### config.mk
export PLATFORM = sky130hd
export DESIGN_NAME = bmtu_top
export DESIGN_NICKNAME = d
export VERILOG_FILES = /design/src/include/bmtu_pkg.sv /design/src/verilog/bmtu_top.sv /design/src/verilog/bmtu_matrix_view.sv
export VERILOG_INCLUDE_DIRS = /design/src /design/src/include
export SDC_FILE = /design/constraint.sdc
export NUM_CORES = 1
export LEC_CHECK = 0
export ABC_CLOCK_PERIOD_IN_PS = 2800
export BUFFER_PORTS_ARGS = -buffer_cell sky130_fd_sc_hd__buf_2
export CORE_MARGIN = 2
export CORE_UTILIZATION = 40
export CTS_CLUSTER_DIAMETER = 150
export DETAILED_ROUTE_END_ITERATION = 16
export PLACE_DENSITY = 0.53
export SYNTH_ARGS = -nofsm -noshare
export SYNTH_HDL_FRONTEND = slang
export SYNTH_SLANG_ARGS = --single-unit
### constraint.sdc
create_clock -name clk -period 2.8 [get_ports clk]
set_input_delay 0.28 -clock clk [delete_from_list [all_inputs] [get_ports clk]]
set_output_delay 0.28 -clock clk [all_outputs]
set_load 0.005 [all_outputs]
### src/include/bmtu_defines.svh
// Register offsets, field positions and reset values of the bit matrix transpose unit
`ifndef BMTU_DEFINES_SVH
`define BMTU_DEFINES_SVH
`define BMTU_ADDR_W        7
`define BMTU_ROWS          16
`define BMTU_ROW_BASE      7'h00
`define BMTU_ROW_LAST      7'h3c
`define BMTU_CTRL_OFFSET   7'h40
`define BMTU_READ_MODE_BIT 0
`define BMTU_BIT_ORDER_BIT 1
`define BMTU_CTRL_RESET    2'h0
`define BMTU_ROW_RESET     16'h0000
`define BMTU_UNMAPPED_DATA 32'h00000000
`endif

### src/include/bmtu_pkg.sv
// Types of the bit matrix transpose unit
package bmtu_pkg;
  typedef logic [15:0] bmtu_word_t;
  typedef logic [15:0][15:0] bmtu_matrix_t;
  typedef enum logic [1:0] {BMTU_IDLE, BMTU_ANSWER} bmtu_state_e;
endpackage

### src/verilog/bmtu_top.sv
// Bit matrix transpose unit with Avalon-MM slave
// Operation
// - Sixteen row and column registers share addresses; write hits row, read hits column.
// - Rows are write-only, columns read-only.
// - Read-mode bit in control register selects column read data.
// - Read mode 0: column j returns bit j of all rows.
// - Transposed bit k comes from row k.
// - Read mode 1: column read returns stored row value unchanged.
// - Bit-order bit selects arrangement of written word when stored.
// - Bit order 0: word stored unchanged.
// - Bit order 1: word stored bit-reversed.
//
// Local design decisions: the Avalon-MM interface to the registers and the register addresses.
`timescale 1ns/1ps
`include "bmtu_defines.svh"
module bmtu_top
  import bmtu_pkg::*;
(
  input  wire logic        clk,
  input  wire logic        rst_n,
  input  wire logic [6:0]  avs_address,
  input  wire logic        avs_read,
  input  wire logic        avs_write,
  input  wire logic [31:0] avs_writedata,
  input  wire logic [3:0]  avs_byteenable,
  output logic [31:0]      avs_readdata,
  output logic             avs_waitrequest,
  output logic [1:0]       avs_response
);
  typedef struct packed {
    bmtu_state_e  state;
    bmtu_matrix_t rows;
    logic [1:0]   ctrl;
    logic [31:0]  rdata;
    logic [1:0]   resp;
  } bmtu_regs_s;

  bmtu_regs_s  q_reg;
  bmtu_regs_s  q_next;
  logic [15:0] column;
  logic        is_row;
  logic        is_ctrl;

  function automatic logic [15:0] bmtu_reverse(input logic [15:0] w);
    logic [15:0] r;
    r = '0;
    for (int n = 0; n < 16; n++) begin
      r[15 - n] = w[n];
    end
    return r;
  endfunction

  assign is_row  = (avs_address[6] == 1'b0) && (avs_address[1:0] == 2'h0);
  assign is_ctrl = (avs_address == 7'(`BMTU_CTRL_OFFSET));

  bmtu_matrix_view u_view (
    .rows   (q_reg.rows),
    .index  (avs_address[5:2]),
    .direct (q_reg.ctrl[`BMTU_READ_MODE_BIT]),
    .column (column)
  );

  always_comb begin
    q_next = q_reg;
    unique case (q_reg.state)
      BMTU_IDLE: begin
        if (avs_write) begin
          q_next.state = BMTU_ANSWER;
          q_next.resp  = 2'h0;
          if (is_row) begin
            // Written word goes to a row only
            if (q_reg.ctrl[`BMTU_BIT_ORDER_BIT]) begin
              q_next.rows[avs_address[5:2]] = bmtu_reverse(avs_writedata[15:0]);
            end else begin
              q_next.rows[avs_address[5:2]] = avs_writedata[15:0];
            end
          end else if (is_ctrl) begin
            q_next.ctrl = avs_writedata[1:0];
          end else begin
            q_next.resp = 2'h3;
          end
        end else if (avs_read) begin
          q_next.state = BMTU_ANSWER;
          q_next.resp  = 2'h0;
          if (is_row) begin
            q_next.rdata = {16'h0000, column};
          end else if (is_ctrl) begin
            q_next.rdata = {30'h00000000, q_reg.ctrl};
          end else begin
            q_next.rdata = `BMTU_UNMAPPED_DATA;
            q_next.resp  = 2'h3;
          end
        end
      end
      BMTU_ANSWER: begin
        q_next.state = BMTU_IDLE;
      end
      default: begin
        q_next.state = BMTU_IDLE;
      end
    endcase
  end

  always_ff @(posedge clk) begin
    if (!rst_n) begin
      q_reg.state <= BMTU_IDLE;
      q_reg.rows  <= '0;
      q_reg.ctrl  <= `BMTU_CTRL_RESET;
      q_reg.rdata <= 32'h00000000;
      q_reg.resp  <= 2'h0;
    end else begin
      q_reg <= q_next;
    end
  end

  assign avs_waitrequest = (q_reg.state != BMTU_ANSWER);
  assign avs_readdata    = q_reg.rdata;
  assign avs_response    = q_reg.resp;
endmodule // bmtu_top

### src/verilog/bmtu_matrix_view.sv
// Combinational column view of the row matrix
`timescale 1ns/1ps
module bmtu_matrix_view
  import bmtu_pkg::*;
(
  input  wire bmtu_matrix_t rows,
  input  wire logic [3:0]   index,
  input  wire logic         direct,
  output logic [15:0]       column
);
  logic [15:0] transposed;
  genvar k;
  generate
    for (k = 0; k < 16; k++) begin : g_bit
      assign transposed[k] = rows[k][index];
    end
  endgenerate
  assign column = direct ? rows[index] : transposed;
endmodule // bmtu_matrix_view

## Yosys cells after proc, flatten, opt, wreduce, memory -nomap -nowiden

Cells that the tools add are included.
W data, S select, Z words.

- Bits in registers: 277
- Input bits: 47
- Output and inout port bits: 35
- Logic and storage cells: 85

- Magnitude comparators: 2
- Equality and inequality tests: 1
- Multiplexer cells: 48
- Bitwise gates (word level): 4
- Reductions and logical operators: 10

Operators with widths:

| kind | count |
|---|---|
| $bwmux W256 | 2 |
| $mux W256 | 1 |
| $bmux W1 S4 | 16 |
| $bmux W16 S4 | 1 |
| $demux W16 S4 | 1 |
| $mux W16 | 4 |
| $mux W1 | 18 |
| $mux W2 | 5 |
| $eq A7 B7 Y1 const B | 1 |
| $reduce_and A3 Y1 | 2 |
| $lt A4 B5 Y1 const B | 1 |
| $ge A4 B1 Y1 const B | 1 |
| $logic_not A2 Y1 | 2 |
| $not A1 Y1 | 4 |
| $reduce_and A2 Y1 | 2 |
| $reduce_and A4 Y1 | 1 |
| $logic_and A1 B1 Y1 | 2 |
| $reduce_bool A2 Y1 | 1 |

## Longest topological paths before layout

Gate-level depths: netlist (run 1).

- Depth after elaboration: 6
- Depth in mapped cells: 8
- Depth with buffers taken out: 4

## Cells and area by module

Synthesis (run 1) repeated with hierarchy kept, for this count alone.

- Cell total of the unflattened synthesis: 1,418
- Area total of the unflattened synthesis: 14,888.0 um^2

Modules (own cells, without submodules):

| module | times used | cells each | area an instance (um^2) | seq. area each (um^2) |
|---|---|---|---|---|
| bmtu_top | 1 | 1,034 | 10,613.9 | 5,525.3 |
| bmtu_matrix_view | 1 | 384 | 4,274.1 | 0.0 |

## Least setup slack after synthesis (run 1)

No wires, ideal clock.

- Path type: input port to flip-flop
- From: input avs_address[3]
- To: register q_reg, in the netlist avs_readdata[3]
- Setup time: 0.117 ns
- Arrival: 1.916 ns
- Required time: 2.683 ns
- Setup slack: 0.767 ns
- Cell stages on the path: 6
- Path buffers: 3
- Cell sequence: buf_2 -> buf_2 -> buf_1 -> mux4_2 -> a221o_1 -> a32o_1

- Word-level cells in the longest chain between the ends: 4
- Elaborated cells on any way between the ends: 6
- Classes of those cells: 6 x mux

RTL lines:

| element | line | RTL |
|---|---|---|
| start, declared | bmtu_top.sv:21 | `input wire logic [6:0] avs_address,` |
| $bmux W1 S4 / $bmux W16 S4 (equally long branches) | bmtu_matrix_view.sv:15, bmtu_matrix_view.sv:18 |  |
| $mux W1 (not written as such) / $mux W16 (equally long branches) | bmtu_matrix_view.sv:15, bmtu_matrix_view.sv:18 |  |
| $mux W16 (*) | bmtu_matrix_view.sv:18 | `assign column = direct ? rows[index] : transposed;` |
| $mux W16 (*) | bmtu_top.sv:85 | `if (is_row) begin` |
| end signal, assigned | bmtu_top.sv:112 | `q_reg <= q_next;` |
| end, declared | bmtu_top.sv:38 | `bmtu_regs_s q_reg;` |

Mark *: on every way between the ends. The rest lies on a longest branch, timed or not. The select of a mux whose other input is x is not followed.
A chain may end at the register's enable or synchronous reset.

## Worst setup path in the final report (run 1)

- From: register q_reg[292] (netlist name)
- To: register, netlist name q_reg[140]

- Word-level cells in the longest chain between the ends: 2

RTL lines:

| element | line | RTL |
|---|---|---|
| $logic_not A2 Y1 | bmtu_top.sv:65 | `unique case (q_reg.state)` |
| $reduce_and A3 Y1 (no line) | n/a |  |

No other way between the ends.

==> impl_results.md, run 1 <==
- Vias per cell: 6.010
- Max Fclk: around 0.44 GHz
- Worst-Skew Late Latency: 530 ps
- Die area: between 0.03 and 0.04 sq mm
- Share of power burned in registers: 42.0%
- Layout area overhead: 13.00%
- Slew HR: 38.62%
- Critical path's top delay family: simple AND/OR/NAND/NOR gates
- Mean area per synthesized cell: between 10 and 15 sq um
- Crit. path cell count: 4
- Most frequent cells in the layout: nand2_1 (302), dfxtp_1 (275), o211a_1 (213)
- Synth top area share: between 30% and 40%
- Setup tns final: 0 ps
- Reg2Reg Depth: 4
- Yosys reg bits: about 280
- Pwr Total: 0.009425 W
- RSZ-0062 raised after global routing: no
- Crit path capture type: flip-flop
- Max H-tree Level: 2
- Largest cells by area after synthesis: dfxtp_1 (36%), mux4_2 (14%), o211a_1 (14%)
- Maximum number of pins on one net before global-route repair: 99
- Least-Margin Pin Slew: approximately 920 ps
- Final setup violation count: 0
- 1st-iter DRT viols: 1,024
- CP Buf/Inv Count: 0
- Worst Path Arrival: 2700 ps
- Status: completed
- Clock transition at path regs: 60 ps
- Vias: 11,920
- Sequential share of the synthesized area: 36.24%
- Switching share of total power: 24.08%
- Clock share of power: between 50% and 60%
- Startpoint types: flip-flop
- Worst Hold Class: in -> reg
- Placed instance count: 1,920
- Power density cells: 547.0 mW/mm^2
- Initial Utilization: 40.58%
- P_leak: 8.741 nW
- Critical path, cell by cell: nand2b_2 -> or4_1 -> nand2_1 -> a21boi_0
- Clk_skew: 14.33 ps
- Mapped Cells: 1,459
- Internal power: 0.007156 W
- Setup Buffers After CTS: 0
- Post-route clock period utilization: around 82%
- Synth Flop Type: dfxtp_1
- Port Buffers: 45
- Final HPWL DP: 34,240 microns
- Final std cells w/o fill: 1,983
- Synth warnings: 0
- Asr flop ratio synth: 0%
- Die Y: roughly 200 microns
- GRT Overall Usage: between 20% and 30%
- Post-synthesis cell type count: between 50 and 60
- CTS tree: built
- Remaining DRCs: 0
- Final hold vios: 0
- PostCTS Resize Cnt: 0
- GRT overflow: 0
- Core Region: 0.03758 sq mm
- CP max FO: 18
- Worst endpoint required time: ~3200 ps
- CTS Buffer Depth: 3
- Share of layout cells above drive strength 1: 26.39%
- Slowest cell on the critical path: or4_1
- Setup Crit Path Kind: reg -> reg
- FP Rows: 71
- Comb pwr share: 7.1%
- DRT antenna net count: 0
- VDD IR max: 428.4 uV
- Number of flip-flops in the largest register: 259
- Post-Synthesis Cell Area: 0.01525 sq mm
- Die Wd: ~200 microns
- Hold Buf Count CTS: 0
- Routed length per instance: between 20 and 30 microns
- Most common cell after layout, fill and taps aside: nand2_1
- Final GP Congestion: roughly 0.85
- Max_cap viols: 0
- Switching power: 0.002269 W
- Yosys top cell by area: dfxtp_1
- First-pass iteration count of the detailed router: 7
- Vias in the first global route: 11,410
- Number of flops mapped to enable cells by yosys: 0
- Clk root buf: clkbuf_16
- Post-layout minimum cycle time: 2285 ps
- Clk sinks: 276
- Final net count: 1,492
- Routed wire length: 49,940 microns
- Critical Path Max Stage Delay: around 930 ps
- First-pass GRT wire length: between 70,000 and 80,000 microns
- Hold Path Depth: 3
- IO Pins: 82
- TritonCTS Buffers: 34
- Slew Limit Fails: 0
- Initial antenna violation count: 0
==> metal layers <==
layer | GRT usage [%] | share of wire, %
met5 | 0 | 0
met4 | 8.015 | 2.7
met1 | 36.78 | 46
met3 | 3.612 | 6.4
met2 | 39.71 | 45
==> tightest hold or removal path, cell delays in order <==
cell and delay, ps:
buf_2 150, mux2i_1 130, nor2b_1 60
==> final timing paths <==
kind                                       start    endpoint  slack [ps]
worst max-delay path                  q_reg[292]  q_reg[140]         510
worst min-delay path            avs_writedata[1]   q_reg[35]         130
worst max register to register        q_reg[292]  q_reg[140]         510
worst min register to register        q_reg[138]  q_reg[138]         470
==> power groups by stage <==
stage	Clock [W]	Sequential, W	Combinational, W
detailed placement	0	0.00404	0.000658
CTS	0.00489	0.00395	0.000660
floorplan	0	0.00403	0.000426
global route	0.00506	0.00395	0.000699
global placement	0	0.00404	0.000656
finish	0.00481	0.00395	0.000665
==> synthesized netlist by cell type, drive strengths merged (3+ instances only) <==
library cell and count:
o21ai 7, dfxtp 276, inv 3, nand4 5, nand3 50, nor2b 7, a221oi 28, nand2 302
a21boi 47, nor4 17, and3 13, nand2b 7, mux2i 51, clkbuf 84, nand3b 12, mux4 96
a32o 3, buf 107, o2111ai 22, a221o 4, nor2 4, o211ai 5, o211a 213, mux2 67
and2 6
==> layout make-up <==
class,instances,area [sq um]
fill,3516,20350
multi-input combinational,1004,8884
sequential,276,5527
clock buffer,46,1010
timing repair buffer,126,942.2
tap,511,639.4
clock inverter,15,211.5
inverter,3,11.26
antenna,2,5.005
==> cell families (layout without fill, tap and decap cells) <==
group,count (synthesis),count (layout),synth area share [%]
compound gates,339,339,20.79
mux,214,214,22.48
buf+inv,194,190,6.425
other cells,1,18,0.02459
simple gates,435,435,14.04
flops,276,276,36.24
==> metrics by stage <==
step	util (%)	worst slack, ps	hold WS (ps)	cell area, sq um
2_1_floorplan	-	767.0	438.1	15300
3_3_place_gp	42.59	269.3	461.2	16000
3_5_place_dp	42.59	247.5	466.1	16000
4_1_cts	45.84	512.6	97.01	17220
5_1_grt	45.84	388.3	140.1	17220
6_report	45.85	514.6	126.8	17230
No activity file was read; power rests on OpenSTA's default activity.
==> inputs of run 2 (changes only) <==
Settings changed: ABC_AREA set to 1, ABC_CLOCK_PERIOD_IN_PS 2800 to 2400.
Clock period 2.8 ns to 2.4 ns, I/O delays scaled along.
==> impl_results.md, run 2 <==
- Worst endpoint required time: between 2000 and 3000 ps
- Final net count: 2,173
- Post-route clock period utilization: a little over nine tenths
- Share of layout cells above drive strength 1: between 10% and 20%
- Clk sinks: 276
- Setup tns final: 0 ps
- Vias: 15,160
- Clk root buf: clkbuf_16
- Die Y: around 190 microns
- Post-route cell area: ~0.016 sq mm
- Number of flip-flops in the largest register: 259
- Vias in the first global route: 13,790
- VDD IR max: 561.3 uV
- Top-count cell post-synth: nand2_1
- Mux cell area share after synthesis: 0%
- Synth top area share: around two fifths
- Yosys reg bits: around 280
- Mapped Cells: about 2,200
- CTS tree: built
- Post-synthesis cell type count: 36
- Clock transition at path regs: 60 ps
- First-pass GRT wire length: 86,440 microns
- Asr flop ratio synth: 0%
- Critical path's top delay family: compound AO/OA/AOI/OAI gates
- CP Buf/Inv Count: 1
- Routed wire length: about 57,000 microns
- Slowest cell on the critical path: o21ai_0
- Power density cells: 646.2 mW/mm^2
- Mean area per synthesized cell: approximately 6.7 sq um
- Final HPWL DP: ~39,000 microns
- Yosys top cell by area: dfxtp_1
- Placed instance count: around 2,600
- First-pass iteration count of the detailed router: 6
- Vias per cell: 5.807
- Final GP Congestion: 0.9497
- Worst Hold Class: in -> reg
- Die Wd: 193.7 microns
- Initial antenna violation count: 1
- Post-Synth XOR/XNOR Area: 0%
- RSZ-0062 raised after global routing: no
- Critical Path Max Stage Delay: between 1000 and 1500 ps
- CP max FO: 10
- Post-layout minimum cycle time: 2327 ps
- Maximum number of pins on one net before global-route repair: 133
- Post-route setup slack: 73.27 ps
- Ant diodes: 0
- Clk_skew: 26.61 ps
- IO Pins: 82
- Slew Limit Fails: 0
- Pre-CTS worst setup slack: 203.9 ps
- Slew HR: 4.308%
- Final setup violation count: 0
- Initial Utilization: between 40% and 50%
- Max_cap viols: 0
- Most frequent cells in the layout: nand2_1 (575), a21oi_1 (306), o21ai_0 (288)
- Sequential share of the synthesized area: 38.39%
- Final std cells w/o fill: about 2,600
- Largest cells by area after synthesis: dfxtp_1 (38%), nand2_1 (15%), a21oi_1 (11%)
- Startpoint types: flip-flop
- Synth warnings: 0
- 1st-iter DRT viols: 1,553
- Port Buffers: 45
- Synth Area in Simple Gates: 27.07%
- Max H-tree Level: 1
- Critical path, cell by cell: o21ai_0 -> inv_2 -> a211oi_2
- GRT overflow: 0
- Worst-Skew Late Latency: ~590 ps
- Compound-Gate Fraction of Synth Area: 24.13%
- FP Rows: 69
- Post-Synthesis Cell Area: approximately 0.014 sq mm
- GRT Overall Usage: between 20% and 30%
- TritonCTS Buffers: 31
- DRT antenna net count: 0
- PostCTS Resize Cnt: 0
- Post-synth top cells: nand2_1 (575), a21oi_1 (306), o21ai_0 (288)
- Max Fclk: 0.4298 GHz
- Most common cell after layout, fill and taps aside: nand2_1
- Layout area overhead: 12.18%
- Routed length per instance: between 20 and 25 microns
- Final hold vios: 0
- Core Region: 0.03548 sq mm
- Setup Buffers After CTS: 0
- Setup Crit Path Kind: reg -> reg
- Least-Margin Pin Slew: 1420 ps
- P_leak: 6.647 nW
- Remaining DRCs: 0
- Cell Area, Placed: 0.01504 sq mm
- CTS Buffer Depth: 3
- Worst Path Arrival: 2810 ps
- Crit path capture type: flip-flop
- Status: completed
- Combinational family with the most area after synthesis: simple AND/OR/NAND/NOR gates
- Hold WS: 19.69 ps
- Die area: ~0.038 sq mm
- Number of flops mapped to enable cells by yosys: 0
- Synth Flop Type: dfxtp_1
- Adder-Cell Fraction of Synth Area: 0%
run 2: cell count changes after synthesis, sizes merged, moves of 92 or more:
cell	delta
a21oi	+305
nand2	+278
o21ai	+328
inv	+92
nor2	+97
o211a	-205
mux4	-96
run 2: per-layer routing:
layer	vias up	global-route usage [%]	wire [microns]
li1	7182	-	-
met1	7127	41.60	24770
met2	725	44.54	24470
met3	127	6.436	5750
met4	0	11.93	2337
met5	-	0	0
run 2: cell families after synthesis:
group                  Yosys count
flip-flops                     276
buffers and inverters          306
other                            1
AND/OR/NAND/NOR                903
AO/OA/AOI/OAI                  668
run 2: where the power goes:
group / internal, W / switching [W] / total, W
Sequential: 0.00460 / 0.0000131 / 0.00461
Combinational: 0.000185 / 0.000612 / 0.000797
Clock: 0.00302 / 0.00201 / 0.00502
Total: 0.00780 / 0.00263 / 0.0104
run 2: worst register-to-register path, delay by kind of cell (launching register included):
family	cells	cell delay [ps]
AO/OA/AOI/OAI	2	1440
buffers and inverters	1	440
flip-flops	1	360
run 2: worst paths after layout:
check / startpoint / endpoint / slack, ps / cells after the start
worst max-delay path: q_reg[35] / q_reg[97] / 70 / 3
worst min-delay path: avs_writedata[1] / q_reg[35] / 20 / 3
worst max register to register: q_reg[35] / q_reg[97] / 70 / 3
worst min register to register: avs_readdata[7] / avs_readdata[7] / 460 / 2
run 2: final cells by class:
| cell class | instances | area [sq um] |
|---|---|---|
| repair buffers | 133 | 1155 |
| multi-input cells | 1587 | 7447 |
| flip-flops and latches | 276 | 5525 |
| inverters | 97 | 370.4 |
| well taps | 461 | 576.8 |
| fillers | 3672 | 19340 |
| clock buffers | 48 | 949.7 |
| clock inverters | 9 | 122.6 |
run 2: timing repair:
action,in CTS,in global routing
hold buffers,3,0
hold endpoints to repair,2,0
endpoints found under the setup margin,0,0
run 2: stage by stage:
step	util, %	power, W
after floorplan	-	0.005154
after global placement	42.40	0.005487
after detailed placement	42.40	0.005487
after CTS	45.51	0.01048
after global routing	45.51	0.01072
final	45.51	0.01043
